## config.mk

```make
export PLATFORM = sky130hd
export DESIGN_NAME = cfg_control_flags
export DESIGN_NICKNAME = d
export VERILOG_FILES = /design/src/cfg_pkg.sv /design/src/cfg_flags_if.sv /design/src/cfg_gate.sv /design/src/cfg_fpu_err.sv /design/src/cfg_control_flags.sv
export SDC_FILE = /design/constraint.sdc
export NUM_CORES = 1
export LEC_CHECK = 0
export ABC_AREA = 1
export ABC_CLOCK_PERIOD_IN_PS = 2100
export BUFFER_PORTS_ARGS = -buffer_cell sky130_fd_sc_hd__buf_2
export CORE_MARGIN = 4
export CORE_UTILIZATION = 53
export CTS_BUF_LIST = sky130_fd_sc_hd__clkbuf_2 sky130_fd_sc_hd__clkbuf_4 sky130_fd_sc_hd__clkbuf_8
export CTS_CLUSTER_DIAMETER = 60
export DETAILED_ROUTE_END_ITERATION = 10
export HOLD_SLACK_MARGIN = 0.05
export PLACE_DENSITY = 0.82
export RECOVER_POWER = 100
export SYNTH_ARGS = -nofsm -noshare
export SYNTH_HDL_FRONTEND = slang
export SYNTH_HIERARCHICAL = 1
export SYNTH_SLANG_ARGS = --single-unit
```

## constraint.sdc

```tcl
create_clock -name i_clk_sys -period 2.1 [get_ports i_clk_sys]
set_input_delay 0.42 -clock i_clk_sys [delete_from_list [all_inputs] [get_ports i_clk_sys]]
set_output_delay 0.42 -clock i_clk_sys [all_outputs]
set_load 0.005 [all_outputs]
```

## src/cfg_pkg.sv

```systemverilog
// cfg_pkg.sv - constants and types of the control flag and fault gating block
// assumes: compiled ahead of every other file of the block
package cfg_pkg;
  // selects on the move-to/from-control-register port
  localparam logic [2:0] SEL_SYS_CTRL  = 3'h0;
  localparam logic [2:0] SEL_DIR_BASE  = 3'h3;
  localparam logic [2:0] SEL_EXT_FLAGS = 3'h4;

  // system control register fields
  localparam int BIT_PROT_ON    = 0;
  localparam int BIT_WAIT_MON   = 1;
  localparam int BIT_FPU_ABSENT = 2;
  localparam int BIT_TASK_SW    = 3;
  localparam int BIT_COPROC     = 4;
  localparam int BIT_NATIVE_ERR = 5;
  localparam int BIT_CACHE_OFF  = 30;
  localparam int BIT_PAGING_ON  = 31;
  // page directory base register fields
  localparam int BIT_DIR_WT     = 3;
  localparam int BIT_DIR_CD     = 4;
  // extension flags register fields
  localparam int BIT_V86_EXT    = 0;
  localparam int BIT_PROT_VIRQ  = 1;
  localparam int BIT_CNT_RESTR  = 2;

  // bits that software may change, and values after reset
  localparam logic [31:0] SYS_CTRL_WR_MASK  = 32'he0050027;
  localparam logic [31:0] DIR_BASE_WR_MASK  = 32'hfffff018;
  localparam logic [31:0] EXT_FLAGS_WR_MASK = 32'h00000007;
  localparam logic [31:0] SYS_CTRL_RST      = 32'h00000000;
  localparam logic [31:0] DIR_BASE_RST      = 32'h00000000;
  localparam logic [31:0] EXT_FLAGS_RST     = 32'h00000000;
  localparam logic        TASK_SW_RST       = 1'h0;
  localparam logic [1:0]  CPL_KERNEL        = 2'h0;

  // instruction classes seen by the gating logic
  typedef enum logic [2:0] {
    CLS_NONE       = 3'h0,
    CLS_FP_ARITH   = 3'h1,
    CLS_FP_WAIT    = 3'h2,
    CLS_PACKED     = 3'h3,
    CLS_VECTOR     = 3'h4,
    CLS_VEC_EXEMPT = 3'h5,
    CLS_READ_CNT   = 3'h6
  } cfg_class_type;

  // floating-point error report states
  typedef enum logic [1:0] {
    ERR_IDLE = 2'h0,
    ERR_PEND = 2'h1,
    ERR_HALT = 2'h3
  } cfg_err_state_type;
endpackage : cfg_pkg

```

## src/cfg_flags_if.sv

```systemverilog
// cfg_flags_if.sv - live control flags passed from the register owner
// assumes: one owner drives the flags, the gating leaves only read them
`timescale 1ns/1ps
interface cfg_flags_if;
  logic wait_monitor_flag;
  logic fpu_absent_flag;
  logic task_switched_flag;
  logic native_error_report;
  modport owner (output wait_monitor_flag, fpu_absent_flag,
                 task_switched_flag, native_error_report);
  modport user  (input wait_monitor_flag, fpu_absent_flag,
                 task_switched_flag, native_error_report);
endinterface : cfg_flags_if

```

## src/cfg_gate.sv

```systemverilog
// cfg_gate.sv - decides unit-unavailable and invalid-opcode faults per instruction
// assumes: flags are registered by the owner, class is valid with i_valid
`timescale 1ns/1ps
module cfg_gate
  import cfg_pkg::*;
(
  cfg_flags_if.user          flags,
  input  wire logic          i_clk_sys,
  input  wire logic          i_rst_n,
  input  wire logic          i_valid,
  input  wire cfg_class_type i_class,
  output logic               o_unit_unavailable_fault,
  output logic               o_invalid_opcode_fault
);
  logic fp_arith;
  logic fp_wait;
  logic simd;

  // instruction class decode
  assign fp_arith = (i_class == CLS_FP_ARITH);
  assign fp_wait  = (i_class == CLS_FP_WAIT);
  assign simd     = (i_class == CLS_PACKED) || (i_class == CLS_VECTOR);

  // invalid opcode first, then unit unavailable
  always_comb begin
    o_invalid_opcode_fault   = i_valid && simd && flags.fpu_absent_flag;
    o_unit_unavailable_fault = 1'b0;
    if (i_valid && !o_invalid_opcode_fault) begin
      if (fp_arith) begin
        o_unit_unavailable_fault = flags.fpu_absent_flag || flags.task_switched_flag;
      end else if (fp_wait) begin
        o_unit_unavailable_fault = flags.wait_monitor_flag && flags.task_switched_flag;
      end else if (simd) begin
        o_unit_unavailable_fault = flags.task_switched_flag;
      end
    end
  end

  a_emu_arith_nm: assert property (@(posedge i_clk_sys) disable iff (!i_rst_n)
    (i_valid && fp_arith && flags.fpu_absent_flag) |-> o_unit_unavailable_fault)
    else $error("arith op ran with fpu absent");
  a_wait_gating: assert property (@(posedge i_clk_sys) disable iff (!i_rst_n)
    (i_valid && fp_wait) |->
      (o_unit_unavailable_fault == (flags.wait_monitor_flag && flags.task_switched_flag)))
    else $error("wait gating wrong");
  a_switch_gate: assert property (@(posedge i_clk_sys) disable iff (!i_rst_n)
    (i_valid && (fp_arith || simd) && flags.task_switched_flag && !flags.fpu_absent_flag)
      |-> o_unit_unavailable_fault)
    else $error("switched task ran fp op");
  a_emu_simd_ud: assert property (@(posedge i_clk_sys) disable iff (!i_rst_n)
    (i_valid && simd && flags.fpu_absent_flag) |->
      (o_invalid_opcode_fault && !o_unit_unavailable_fault))
    else $error("simd op not invalid with fpu absent");
  a_exempt_free: assert property (@(posedge i_clk_sys) disable iff (!i_rst_n)
    (i_valid && (i_class == CLS_VEC_EXEMPT)) |->
      !(o_invalid_opcode_fault || o_unit_unavailable_fault))
    else $error("exempt op faulted");
  a_clean_flags: assert property (@(posedge i_clk_sys) disable iff (!i_rst_n)
    (!flags.task_switched_flag && !flags.fpu_absent_flag) |-> !o_unit_unavailable_fault)
    else $error("fault without switched or absent flag");
endmodule : cfg_gate

```

## src/cfg_fpu_err.sv

```systemverilog
// cfg_fpu_err.sv - floating-point error reporting, native or external pin
// assumes: error event and clear are one-cycle pulses from the fp unit
`timescale 1ns/1ps
module cfg_fpu_err
  import cfg_pkg::*;
(
  cfg_flags_if.user   flags,
  input  wire logic   i_clk_sys,
  input  wire logic   i_rst_n,
  input  wire logic   i_err_event,
  input  wire logic   i_err_clear,
  input  wire logic   i_waiting_instr,
  input  wire logic   i_ignore_fpu_error_in_n,
  output logic        o_fpu_error_out_n,
  output logic        o_native_fault,
  output logic        o_halt
);
  cfg_err_state_type state;
  cfg_err_state_type next_state;
  logic              ignore_err;
  logic              legacy;

  // legacy scheme, and the ignore input that mutes it
  assign legacy     = !flags.native_error_report;
  assign ignore_err = legacy && !i_ignore_fpu_error_in_n;

  // report state; a new event beats a clear
  always_comb begin
    next_state = state;
    unique case (state)
      ERR_IDLE: if (i_err_event && !ignore_err) next_state = ERR_PEND;
      ERR_PEND: begin
        if (i_err_clear && !i_err_event) next_state = ERR_IDLE;
        else if (i_waiting_instr && legacy && !ignore_err) next_state = ERR_HALT;
      end
      ERR_HALT: if (i_err_clear) next_state = i_err_event ? ERR_PEND : ERR_IDLE;
      default:  next_state = ERR_IDLE;
    endcase
  end

  always_ff @(posedge i_clk_sys or negedge i_rst_n) begin
    if (!i_rst_n) state <= ERR_IDLE;
    else state <= next_state;
  end

  // error pin, asserted low while a legacy error stands
  always_ff @(posedge i_clk_sys or negedge i_rst_n) begin
    if (!i_rst_n) o_fpu_error_out_n <= 1'b1;
    else o_fpu_error_out_n <= !((next_state != ERR_IDLE) && legacy && !ignore_err);
  end

  // native fault or halt at the next waiting instruction
  assign o_native_fault = (state == ERR_PEND) && i_waiting_instr && !legacy;
  assign o_halt = (state == ERR_HALT) ||
                  ((state == ERR_PEND) && i_waiting_instr && legacy && !ignore_err);

  a_ignore_quiet: assert property (@(posedge i_clk_sys) disable iff (!i_rst_n)
    $past(ignore_err) |-> (o_fpu_error_out_n && !o_native_fault))
    else $error("ignored error was reported");
  a_legacy_raise: assert property (@(posedge i_clk_sys) disable iff (!i_rst_n)
    (i_err_event && legacy && !ignore_err) |=> !o_fpu_error_out_n)
    else $error("error pin not raised");
  a_legacy_halt: assert property (@(posedge i_clk_sys) disable iff (!i_rst_n)
    (state == ERR_PEND && i_waiting_instr && legacy && !ignore_err)
      |-> o_halt ##1 (o_halt || $past(i_err_clear)))
    else $error("no halt at waiting instruction");
  a_native_path: assert property (@(posedge i_clk_sys) disable iff (!i_rst_n)
    (state == ERR_PEND && i_waiting_instr && !legacy) |-> (o_native_fault && !o_halt))
    else $error("native error not faulted");
  a_native_no_pin: assert property (@(posedge i_clk_sys) disable iff (!i_rst_n)
    $past(!legacy) |-> o_fpu_error_out_n)
    else $error("pin used in native mode");
endmodule : cfg_fpu_err

```

## src/cfg_control_flags.sv

```systemverilog
// cfg_control_flags.sv - system control flags, their registers and fault gating
// assumes: one core clock; register moves, task switch and clear-switch
// arrive as one-cycle pulses from the decoder; faults answer in the same cycle
//
// Summary of operation
// - native flag set: fp errors fault internally; clear: external error pin.
// - native flag clear and ignore input low: fp errors are ignored.
// - legacy, not ignored: error pin asserts, halt at next waiting fp op.
// - coprocessor type bit reads one always and ignores writes.
// - task switch sets the switched flag; fp, packed, vector ops test it.
// - switched flag set, fpu absent clear: unit fault before fp arithmetic, packed, vector ops.
// - wait faults only when monitor and switched flags are both set.
// - fpu absent set: every fp arithmetic op takes a unit fault.
// - fpu absent set: packed integer ops take an invalid opcode fault.
// - fpu absent set: vector ops invalid, except the exempt group.
// - task switch saves no context; it only sets the switched flag.
// - clear-switch instruction zeroes only the switched flag.
// - protection flag picks protected mode; paging needs protection and paging.
// - directory no-cache honoured only with paging on and cache enabled.
// - directory write-through honoured only with paging on and cache enabled.
// - v86 extensions enable redirection and virtual irq flag in v86 mode.
// - protected virtual irq flag enables virtual irq support in protected mode.
// - counter restrict set: cycle counter read only at privilege zero.
// - writing paging on with protection off raises general protection.
`timescale 1ns/1ps
module cfg_control_flags
  import cfg_pkg::*;
(
  input  wire logic          i_clk_sys,
  input  wire logic          i_rst_n,
  // control register moves
  input  wire logic          i_reg_wr,
  input  wire logic          i_reg_rd,
  input  wire logic [2:0]    i_reg_sel,
  input  wire logic [31:0]   i_reg_wdata,
  output logic [31:0]        o_reg_rdata,
  output logic               o_reg_rvalid,
  // privilege and task events
  input  wire logic [1:0]    i_cpl,
  input  wire logic          i_v86_mode,
  input  wire logic          i_task_switch,
  input  wire logic          i_clear_switch_flag_instr,
  // instruction gating
  input  wire logic          i_instr_valid,
  input  wire cfg_class_type i_instr_class,
  output logic               o_exec_ok,
  output logic               o_unit_unavailable_fault,
  output logic               o_invalid_opcode_fault,
  output logic               o_general_protection_fault,
  output logic               o_native_fpu_fault,
  output logic               o_halt_exec,
  // floating-point error reporting
  input  wire logic          i_fpu_error_event,
  input  wire logic          i_fpu_error_clear,
  input  wire logic          i_ignore_fpu_error_in_n,
  output logic               o_fpu_error_out_n,
  // mode levels for the rest of the core
  output logic               o_protected_mode,
  output logic               o_paging_active,
  output logic               o_dir_no_cache,
  output logic               o_dir_write_thru,
  output logic               o_v86_redirect,
  output logic               o_virtual_irq_en,
  output logic               o_counter_read_ok
);
  logic [31:0] sys_flags;
  logic        task_sw;
  logic [31:0] dir_base;
  logic [31:0] ext_flags;
  logic [31:0] ctrl_word;
  logic        priv_ok;
  logic        ctrl_wr;
  logic        wr_bad;
  logic        wr_ok;
  logic        clear_switch_flag_instr_ok;
  logic        clear_switch_flag_instr_bad;
  logic        rd_bad;
  logic        cnt_bad;
  logic        waiting;
  logic        cache_on;

  cfg_flags_if flags_bus ();

  // privilege: real mode or level zero may touch control state
  assign priv_ok = !sys_flags[BIT_PROT_ON] || (i_cpl == CPL_KERNEL);

  // write, clear and read checks
  // a refused move is dropped whole; the fault is the only trace it leaves
  assign ctrl_wr  = i_reg_wr && (i_reg_sel == SEL_SYS_CTRL);
  assign wr_bad   = i_reg_wr && (!priv_ok ||
                    (ctrl_wr && i_reg_wdata[BIT_PAGING_ON] &&
                     !i_reg_wdata[BIT_PROT_ON]));
  assign wr_ok    = i_reg_wr && !wr_bad;
  assign clear_switch_flag_instr_bad = i_clear_switch_flag_instr && !priv_ok;
  assign clear_switch_flag_instr_ok  = i_clear_switch_flag_instr && priv_ok;
  assign rd_bad   = i_reg_rd && !priv_ok;

  // cycle counter read permission
  // the restrict flag only narrows who may read; level zero is never refused
  assign o_counter_read_ok = !ext_flags[BIT_CNT_RESTR] || (i_cpl == CPL_KERNEL);
  assign cnt_bad = i_instr_valid && (i_instr_class == CLS_READ_CNT) && !o_counter_read_ok;

  // general protection from any refused access
  assign o_general_protection_fault = wr_bad || clear_switch_flag_instr_bad || rd_bad || cnt_bad;

  // system control bits other than the switched flag
  always_ff @(posedge i_clk_sys or negedge i_rst_n) begin
    if (!i_rst_n) begin
      sys_flags <= SYS_CTRL_RST;
    end else if (wr_ok && ctrl_wr) begin
      sys_flags <= i_reg_wdata & SYS_CTRL_WR_MASK;
    end
  end

  // switched flag: task switch wins over clear and write
  // a switch and a clear in one cycle leave it set, so the new task still faults
  always_ff @(posedge i_clk_sys or negedge i_rst_n) begin
    if (!i_rst_n) begin
      task_sw <= TASK_SW_RST;
    end else if (i_task_switch) begin
      task_sw <= 1'b1;
    end else if (clear_switch_flag_instr_ok) begin
      task_sw <= 1'b0;
    end else if (wr_ok && ctrl_wr) begin
      task_sw <= i_reg_wdata[BIT_TASK_SW];
    end
  end

  // page directory base and extension flags
  always_ff @(posedge i_clk_sys or negedge i_rst_n) begin
    if (!i_rst_n) begin
      dir_base  <= DIR_BASE_RST;
      ext_flags <= EXT_FLAGS_RST;
    end else if (wr_ok) begin
      // refused writes never get here, so a fault leaves both registers alone
      if (i_reg_sel == SEL_DIR_BASE) begin
        dir_base <= i_reg_wdata & DIR_BASE_WR_MASK;
      end
      if (i_reg_sel == SEL_EXT_FLAGS) begin
        ext_flags <= i_reg_wdata & EXT_FLAGS_WR_MASK;
      end
    end
  end

  // read view of the control word, type bit tied high
  always_comb begin
    ctrl_word              = sys_flags;
    ctrl_word[BIT_TASK_SW] = task_sw;
    ctrl_word[BIT_COPROC]  = 1'b1;
  end

  // read data, one cycle after the request; unmapped selects read zero
  always_ff @(posedge i_clk_sys or negedge i_rst_n) begin
    if (!i_rst_n) begin
      o_reg_rdata  <= 32'h00000000;
      o_reg_rvalid <= 1'b0;
    end else begin
      o_reg_rvalid <= i_reg_rd && !rd_bad;
      if (i_reg_rd && !rd_bad) begin
        unique case (i_reg_sel)
          SEL_SYS_CTRL:  o_reg_rdata <= ctrl_word;
          SEL_DIR_BASE:  o_reg_rdata <= dir_base;
          SEL_EXT_FLAGS: o_reg_rdata <= ext_flags;
          default:       o_reg_rdata <= 32'h00000000;
        endcase
      end
    end
  end

  // flags handed to the gating leaves
  assign flags_bus.wait_monitor_flag   = sys_flags[BIT_WAIT_MON];
  assign flags_bus.fpu_absent_flag     = sys_flags[BIT_FPU_ABSENT];
  assign flags_bus.task_switched_flag  = task_sw;
  assign flags_bus.native_error_report = sys_flags[BIT_NATIVE_ERR];

  // per-instruction fault decision
  cfg_gate u_gate (
    .flags                    (flags_bus),
    .i_clk_sys                (i_clk_sys),
    .i_rst_n                  (i_rst_n),
    .i_valid                  (i_instr_valid),
    .i_class                  (i_instr_class),
    .o_unit_unavailable_fault (o_unit_unavailable_fault),
    .o_invalid_opcode_fault   (o_invalid_opcode_fault)
  );

  // waiting fp ops that passed gating check for pending errors
  // gated ops never reach the error check, so the gating fault is taken first
  assign waiting = i_instr_valid && !o_unit_unavailable_fault && !o_invalid_opcode_fault &&
                   ((i_instr_class == CLS_FP_ARITH) || (i_instr_class == CLS_FP_WAIT));

  cfg_fpu_err u_fpu_err (
    .flags                   (flags_bus),
    .i_clk_sys               (i_clk_sys),
    .i_rst_n                 (i_rst_n),
    .i_err_event             (i_fpu_error_event),
    .i_err_clear             (i_fpu_error_clear),
    .i_waiting_instr         (waiting),
    .i_ignore_fpu_error_in_n (i_ignore_fpu_error_in_n),
    .o_fpu_error_out_n       (o_fpu_error_out_n),
    .o_native_fault          (o_native_fpu_fault),
    .o_halt                  (o_halt_exec)
  );

  // instruction may retire only with no fault and no halt
  assign o_exec_ok = i_instr_valid && !o_unit_unavailable_fault &&
                     !o_invalid_opcode_fault && !cnt_bad &&
                     !o_native_fpu_fault && !o_halt_exec;

  // operating mode and directory cache attributes
  assign cache_on         = !sys_flags[BIT_CACHE_OFF];
  assign o_protected_mode = sys_flags[BIT_PROT_ON];
  assign o_paging_active  = sys_flags[BIT_PROT_ON] && sys_flags[BIT_PAGING_ON];
  assign o_dir_no_cache   = o_paging_active && cache_on && dir_base[BIT_DIR_CD];
  assign o_dir_write_thru = o_paging_active && cache_on && dir_base[BIT_DIR_WT];

  // virtual interrupt support
  assign o_v86_redirect   = ext_flags[BIT_V86_EXT] && i_v86_mode;
  assign o_virtual_irq_en = o_v86_redirect ||
                            (ext_flags[BIT_PROT_VIRQ] && sys_flags[BIT_PROT_ON] &&
                             !i_v86_mode);

  // register port and flag checks
  a_coproc_fixed: assert property (@(posedge i_clk_sys) disable iff (!i_rst_n)
    (o_reg_rvalid && $past(i_reg_sel) == SEL_SYS_CTRL) |-> o_reg_rdata[BIT_COPROC])
    else $error("coprocessor type bit read as zero");
  a_switch_sets: assert property (@(posedge i_clk_sys) disable iff (!i_rst_n)
    i_task_switch |=> task_sw)
    else $error("task switch left flag clear");
  a_switch_only: assert property (@(posedge i_clk_sys) disable iff (!i_rst_n)
    (i_task_switch && !wr_ok) |=> $stable(sys_flags))
    else $error("task switch changed other flags");
  a_clear_only: assert property (@(posedge i_clk_sys) disable iff (!i_rst_n)
    (clear_switch_flag_instr_ok && !i_task_switch && !wr_ok) |=> (!task_sw && $stable(sys_flags)))
    else $error("clear-switch misbehaved");
  a_paging_pair: assert property (@(posedge i_clk_sys) disable iff (!i_rst_n)
    o_paging_active |-> (o_protected_mode && sys_flags[BIT_PAGING_ON]))
    else $error("paging without protection");
  a_paging_gp: assert property (@(posedge i_clk_sys) disable iff (!i_rst_n)
    (ctrl_wr && i_reg_wdata[BIT_PAGING_ON] && !i_reg_wdata[BIT_PROT_ON])
      |-> o_general_protection_fault ##1 $stable(sys_flags))
    else $error("paging write without protection accepted");
  a_dir_ignored: assert property (@(posedge i_clk_sys) disable iff (!i_rst_n)
    (!o_paging_active || sys_flags[BIT_CACHE_OFF]) |-> !(o_dir_no_cache || o_dir_write_thru))
    else $error("directory attribute honoured while ignored");
  a_counter_priv: assert property (@(posedge i_clk_sys) disable iff (!i_rst_n)
    (i_instr_valid && i_instr_class == CLS_READ_CNT) |->
      (o_general_protection_fault ==
       (ext_flags[BIT_CNT_RESTR] && i_cpl != CPL_KERNEL)))
    else $error("cycle counter permission wrong");
  a_write_next: assert property (@(posedge i_clk_sys) disable iff (!i_rst_n)
    (wr_ok && ctrl_wr) ##1 (i_instr_valid && i_instr_class == CLS_PACKED)
      |-> (o_invalid_opcode_fault == $past(i_reg_wdata[BIT_FPU_ABSENT])))
    else $error("written flag not in force next instruction");
  a_v86_redirect: assert property (@(posedge i_clk_sys) disable iff (!i_rst_n)
    (ext_flags[BIT_V86_EXT] && i_v86_mode) |-> (o_v86_redirect && o_virtual_irq_en))
    else $error("v86 extensions not applied");
  a_pvi_enable: assert property (@(posedge i_clk_sys) disable iff (!i_rst_n)
    (o_protected_mode && !i_v86_mode) |-> (o_virtual_irq_en == ext_flags[BIT_PROT_VIRQ]))
    else $error("protected virtual irq wrong");

  // gating outcome, directory attribute and cycle counter checks
  a_exec_blocked: assert property (@(posedge i_clk_sys) disable iff (!i_rst_n)
    (o_unit_unavailable_fault || o_invalid_opcode_fault || o_halt_exec) |-> !o_exec_ok)
    else $error("faulted instruction allowed to run");
  a_dir_attr: assert property (@(posedge i_clk_sys) disable iff (!i_rst_n)
    (o_paging_active && !sys_flags[BIT_CACHE_OFF]) |->
      ((o_dir_no_cache == dir_base[BIT_DIR_CD]) && (o_dir_write_thru == dir_base[BIT_DIR_WT])))
    else $error("directory attribute not applied");
  a_counter_free: assert property (@(posedge i_clk_sys) disable iff (!i_rst_n)
    !ext_flags[BIT_CNT_RESTR] |-> o_counter_read_ok)
    else $error("cycle counter refused while unrestricted");

  // main scenarios
  c_unit_fault: cover property (@(posedge i_clk_sys) disable iff (!i_rst_n)
    i_task_switch ##1 (i_instr_valid && o_unit_unavailable_fault));
  c_invalid_op: cover property (@(posedge i_clk_sys) disable iff (!i_rst_n)
    o_invalid_opcode_fault);
  c_legacy_halt: cover property (@(posedge i_clk_sys) disable iff (!i_rst_n)
    !o_fpu_error_out_n ##[1:8] o_halt_exec);
  c_clear_resume: cover property (@(posedge i_clk_sys) disable iff (!i_rst_n)
    clear_switch_flag_instr_ok ##1 (i_instr_valid && o_exec_ok));
  c_native_report: cover property (@(posedge i_clk_sys) disable iff (!i_rst_n)
    o_native_fpu_fault);
endmodule : cfg_control_flags

```

# Word level (Yosys, flattened, before mapping)

Cells that the tools add are included.

Flip-flop bits (word level): 71

Multiplexer cells: 14
Equal/unequal tests: 9
Reduce and logical (&&, ||, !) cells: 77

Operators with widths:

| kind               | count |
|---|---|
| $pmux 32 s3        | 1 |
| $logic_and 1x1->1  | 40 |
| $logic_not 1->1    | 19 |
| $logic_or 1x1->1   | 11 |
| $eq 3x2->1 const B | 3 |
| $eq 3x3->1 const B | 3 |
| $mux 1             | 8 |
| $mux 2             | 4 |
| $pmux 2 s3         | 1 |
| $logic_not 2->1    | 2 |
| $reduce_and 2->1   | 2 |
| $eq 3x1->1 const B | 1 |
| $logic_not 3->1    | 1 |
| $reduce_bool 3->1  | 1 |
| $eq 2x1->1 const B | 1 |
| $eq 2x2->1 const B | 1 |
| $reduce_bool 2->1  | 1 |

# Longest topological paths before layout

Depth in word-level cells: 20
Mapped depth: 11
Mapped depth without buffers: 11

# By module

The synthesis kept the hierarchy.

By module, submodules not included:

| module            | cells each | seq. area each (sq um) | area an instance (sq um) | times used |
|---|---|---|---|---|
| cfg_control_flags | 334        | 1,551.5                | 2,819.0                  | 1 |
| cfg_fpu_err       | 23         | 76.3                   | 168.9                    | 1 |
| cfg_gate          | 21         | 0.0                    | 95.1                     | 1 |

# Worst setup path before layout

OpenSTA, ideal clock, no wires.

Path kind: input-to-output
Start point: input i_instr_class[2]
End point: output o_exec_ok
Cell stages on the path: 11
Path slack: 0.160 ns
Data required time: 1.680 ns
Arrival time: 1.520 ns
Buffers on the path: 0
Path through: inv_1 nand2_1 nand3_1 nand3_1 a21oi_2 nor3b_1 o21ai_0 nor2_1 nand3_1 a21boi_1 nor3_1

Word-level cells in the longest chain between the ends: 17

RTL lines:

| what                                                               | line                     | source |
|---|---|---|
| start: declaration                                                 | cfg_control_flags.sv:45  | `input wire cfg_class_type i_instr_class,` |
| parallel branches: the longest is 6 deep, another holds $eq 3x2->1 | n/a                      |  |
| $mux 1 *                                                           | cfg_gate.sv:28           | `if (i_valid && !o_invalid_opcode_fault) begin` |
| via o_unit_unavailable_fault                                       | cfg_control_flags.sv:47  | `output logic o_unit_unavailable_fault,` |
| $logic_not 1->1 *                                                  | cfg_control_flags.sv:189 | `assign waiting = i_instr_valid && !o_unit_unavailable_fault && !o_invalid_opcode_fault &&` |
| $logic_and 1x1->1 * (3 in series)                                  | cfg_control_flags.sv:189 |  |
| via waiting                                                        | cfg_control_flags.sv:79  | `logic waiting;` |
| $logic_and 1x1->1 * (3 in series)                                  | cfg_fpu_err.sv:55        | `((state == ERR_PEND) && i_waiting_instr && legacy && !ignore_err);` |
| $logic_or 1x1->1 *                                                 | cfg_fpu_err.sv:54        | `assign o_halt = (state == ERR_HALT) \|\|` |
| via o_halt_exec                                                    | cfg_control_flags.sv:51  | `output logic o_halt_exec,` |
| $logic_not 1->1 *                                                  | cfg_control_flags.sv:208 | `!o_native_fpu_fault && !o_halt_exec;` |
| $logic_and 1x1->1 *                                                | cfg_control_flags.sv:208 |  |
| end: declaration                                                   | cfg_control_flags.sv:46  | `output logic o_exec_ok,` |

Mark *: on every way through the listed nets, which the timed path passes.

# Worst setup path in the final report

Start point: register sys_flags[2]
End point: output o_exec_ok

Word-level cells in the longest chain between the ends: 14

RTL lines:

| what                              | line                                     | source |
|---|---|---|
| start: declaration                | cfg_control_flags.sv:66                  | `logic [31:0] sys_flags;` |
| start signal: assignment          | cfg_control_flags.sv:111                 | `sys_flags <= i_reg_wdata & SYS_CTRL_WR_MASK;` |
| $logic_and 1x1->1                 | cfg_gate.sv:26                           | `o_invalid_opcode_fault = i_valid && simd && flags.fpu_absent_flag;` |
| $logic_not 1->1                   | cfg_gate.sv:28, cfg_control_flags.sv:189 |  |
| $logic_and 1x1->1                 | cfg_gate.sv:28                           |  |
| $mux 1                            | cfg_gate.sv:28                           |  |
| $logic_not 1->1                   | cfg_control_flags.sv:189                 |  |
| $logic_and 1x1->1                 | cfg_control_flags.sv:189                 |  |
| $logic_and 1x1->1 * (2 in series) | cfg_control_flags.sv:189                 |  |
| via waiting                       | cfg_control_flags.sv:79                  |  |
| $logic_and 1x1->1 *               | cfg_fpu_err.sv:53, cfg_fpu_err.sv:55     |  |
| $logic_and 1x1->1 (2 in series)   | cfg_fpu_err.sv:55                        |  |
| $logic_or 1x1->1                  | cfg_fpu_err.sv:54                        |  |
| $logic_not 1->1                   | cfg_control_flags.sv:208                 |  |
| $logic_and 1x1->1 *               | cfg_control_flags.sv:208                 |  |

Mark *: on every way through the listed nets, which the timed path passes. The rest lies on a longest branch.

==> out/qor.csv <==
metric;value;unit
result of the run;finished, violations left;
violations in the final reports;setup timing;
total of buffers placed on input and output ports;85;
clock-pin slew on the worst setup and hold paths;0.07;ns
fraction of registers with async set/reset;1.00;
average cell area after synthesis;8.16;um^2
area of the die;7100;um^2
maximum level of the CTS H-tree;3;
net count reported at finish;518;
row cnt;27;
count of yosys warnings during synthesis;6;
remaining number of nets flagged by the antenna check after routing;0;
Setup CP Type;flip-flop to output pin;
ratio of final minimum period to clock period;1.11;
die span in x;84.3;um
unrepaired setup endpoints after global routing;true;
sequential share of the synthesized area;0.528;
aggregate negative setup slack;-1.49;ns
DRC viols;0;
post-synthesis instance area;3080;um^2
total leakage power;2.02;nW
Final Util;0.672;
buffers and inverters on the worst path;1;
post-layout minimum cycle time;2.33;ns
cell at the root of the clock tree;sky130_fd_sc_hd__clkbuf_8;
f_max;0.429;GHz
MaxCap Viol Count;0;
GRT Residual Overflow;0;
number of distinct library cells after synthesis;32;
global-route usage over all layers;0.211;
Least-Margin Pin Slew;1.41;ns
number of hold buffers added after cts;0;
count of fill cells added during filler insertion;481;
post-detailed-route via-to-cell ratio;5.13;
count of mapped cells out of synthesis;378;
total power of the final layout;3.14;mW
prevailing post-synth register cell;sky130_fd_sc_hd__dfrtp_1;
Final Skew;0.00694;ns
normalized max-slew margin;0.0581;
area of the placeable core;5570;um^2
initial antenna violation count;0;
arrival time reported for the critical path endpoint;1.91;ns
max-slew violation count;0;
pin count of the biggest net entering global routing;41;
final setup vio count;26;
via count;2788;
Routed WL;7180;um
Largest stage delay, worst path;0.41;ns
post-placement setup slack;-0.180;ns
cells traversed along the worst timing path;nor2_1 -> nand4_1 -> nand3_2 -> a21oi_2 -> nor3b_2 -> o21ai_1 -> nor2_1 -> nand3_1 -> a21boi_2 -> nor3_1 -> buf_2;
least setup slack across all paths after layout;-0.233;ns
total area of sequential cells;1630;um^2
share of final-layout standard cells stronger than drive strength 1;0.248;
dpl hpwl;5040;um
via count of the first global-routing pass;2601;
data required time at the worst endpoint;1.68;ns
power density over the cells;839;nW/um^2
TritonRoute pass-1 iters;4;
number of synthesized flops with an enable pin;0;
TritonCTS sink count;65;
y dimension of the die;84.3;um
TritonCTS clock tree;done;
startpoint type of the worst setup path;flip-flop;
clock buffers created by TritonCTS;9;
drt initial violations;166;
count of antenna diodes in the layout;0;
worst ir drop on vdd;0.542;mV
final weighted congestion of routability-driven global placement;0.815;
Initial Utilization;0.553;
count of boundary I/O pins;98;
growth of design area from synthesis to finish;21.6;%
Worst setup EP type;output pin;
DR WL/cell;13.2;um
crit-path leading delay family;simple AND/OR/NAND/NOR gates;
type of the worst min-delay path;input port to flip-flop;
Max FO, Critical Path;3;
number of storage elements in the synthesis netlist;65;
crit-path most repeated cell;sky130_fd_sc_hd__nor2_1;
Worst path slowest cell;sky130_fd_sc_hd__dfrtp_1;
global-route wire length before repair;12000;um
Longest Clk Path Bufs;2;
number of endpoints with negative hold slack in the final report;0;
Multi-input gate area;1210;um^2
clock latency on the worst-skew pair;0.33;ns
synth_stat cells (2+ instances only):
| cell | number | area share |
|---|---|---|
| sky130_fd_sc_hd__inv_2 | 8 | 0.0097 |
| sky130_fd_sc_hd__inv_1 | 25 | 0.030 |
| sky130_fd_sc_hd__buf_6 | 2 | 0.0073 |
| sky130_fd_sc_hd__o21ai_1 | 18 | 0.029 |
| sky130_fd_sc_hd__nand3_1 | 15 | 0.024 |
| sky130_fd_sc_hd__nand2_1 | 141 | 0.17 |
| sky130_fd_sc_hd__nand4_2 | 2 | 0.0081 |
| sky130_fd_sc_hd__a21oi_1 | 3 | 0.0049 |
| sky130_fd_sc_hd__o22ai_1 | 2 | 0.0041 |
| sky130_fd_sc_hd__buf_2 | 10 | 0.016 |
| sky130_fd_sc_hd__nand4_1 | 25 | 0.051 |
| sky130_fd_sc_hd__o21ai_0 | 20 | 0.032 |
| sky130_fd_sc_hd__nor2_4 | 2 | 0.0073 |
| sky130_fd_sc_hd__nor2_1 | 14 | 0.017 |
| sky130_fd_sc_hd__clkbuf_1 | 3 | 0.0037 |
| sky130_fd_sc_hd__buf_4 | 7 | 0.017 |
| sky130_fd_sc_hd__nand2_2 | 3 | 0.0061 |
| sky130_fd_sc_hd__dfrtp_1 | 64 | 0.52 |
worst register-to-register path, stage by stage, from the launching register on:
cell and delay, ns:
sky130_fd_sc_hd__dfrtp_1 0.42, sky130_fd_sc_hd__o21ai_0 0.42, sky130_fd_sc_hd__nand4_2 0.71, sky130_fd_sc_hd__nand2_1 0.25, sky130_fd_sc_hd__nand2_1 0.09
cell families (layout without fill, tap and decap cells):
family	after synthesis	in the layout	synth area share
flip-flops	65	65	0.528
AND/OR/NAND/NOR	206	206	0.295
AO/OA/AOI/OAI	49	49	0.0881
other	1	6	0.00122
buffers and inverters	57	145	0.0873
layout make-up:
cell class              count  share of cell area
flip-flops and latches     65               0.434
well taps                  72              0.0240
clock inverters             5              0.0150
multi-input cells         261               0.324
repair buffers             96               0.132
clock buffers              10              0.0367
inverters                  34              0.0344
placed cells by master, fill, tap and decap left out, drive strengths merged:
master	synthesis	final
nand2	145	145
buf	20	74
dfrtp	64	64
o21ai	39	39
inv	33	33
clkbuf	3	32
nand4	27	27
nor2	16	16
nand3	15	15
conb	1	6
clkinv	1	4
a21oi	4	4
o22ai	2	2
nor3b	1	1
nor3	1	1
o31ai	1	1
a31oi	1	1
a21o	1	1
clkinvlp	0	1
bufinv	0	1
nand3b	1	1
a21boi	1	1
dfstp	1	1
sequential cells by signal, summed over array words and instances (netlist names):
name,count
dir_base,22
ext_flags,3
sys_flags,9
u_fpu_err/o_fpu_error_out_n,1
o_reg_rvalid,1
u_fpu_err/state,2
o_reg_rdata,26
flags_bus.task_switched_flag,1
metal layers:
metal	up-vias	track usage	routed length [um]	share of wire
li1	1395	-	-	-
met1	1276	0.294	3290	0.46
met2	94	0.304	3170	0.44
met3	23	0.0461	473	0.066
met4	0	0.120	246	0.034
met5	-	0	0	0
per-stage QoR:
stage,cells,hold slack (ns),cell area (um^2)
after floorplan,383,0.124,3100
after global placement,526,0.452,3570
after detailed placement,526,0.460,3570
after CTS,543,0.115,3790
after global routing,543,0.288,3750
final,543,0.304,3750
report_power, final:
| part | switching, mW | total (mW) | internal, mW |
|---|---|---|---|
| clock | 0.464 | 1.04 | 0.572 |
| sequential | 0.109 | 1.55 | 1.44 |
| combinational | 0.348 | 0.563 | 0.215 |
worst paths after layout:
path,from,end,slack [ns],cells after the start
max,sys_flags[2],o_exec_ok,-0.23,11
min,i_reg_wdata[5],sys_flags[5],0.30,3
max reg2reg,sys_flags[0],dir_base[28],0.10,4
min reg2reg,o_reg_rdata[1],o_reg_rdata[1],0.48,2
max in group asynchronous,i_rst_n,o_reg_rdata[18],0.36,2
min in group asynchronous,i_rst_n,ext_flags[1],0.41,1
what timing repair did:
item / 4_1_cts / 5_1_grt
buffers inserted: 2 / 0
endpoints found under the setup margin: 3 / 3
pin swaps: 9 / 7
cloned: 0 / 0
gates resized for setup: 4 / 3
Power figures use the tool's default switching activity.
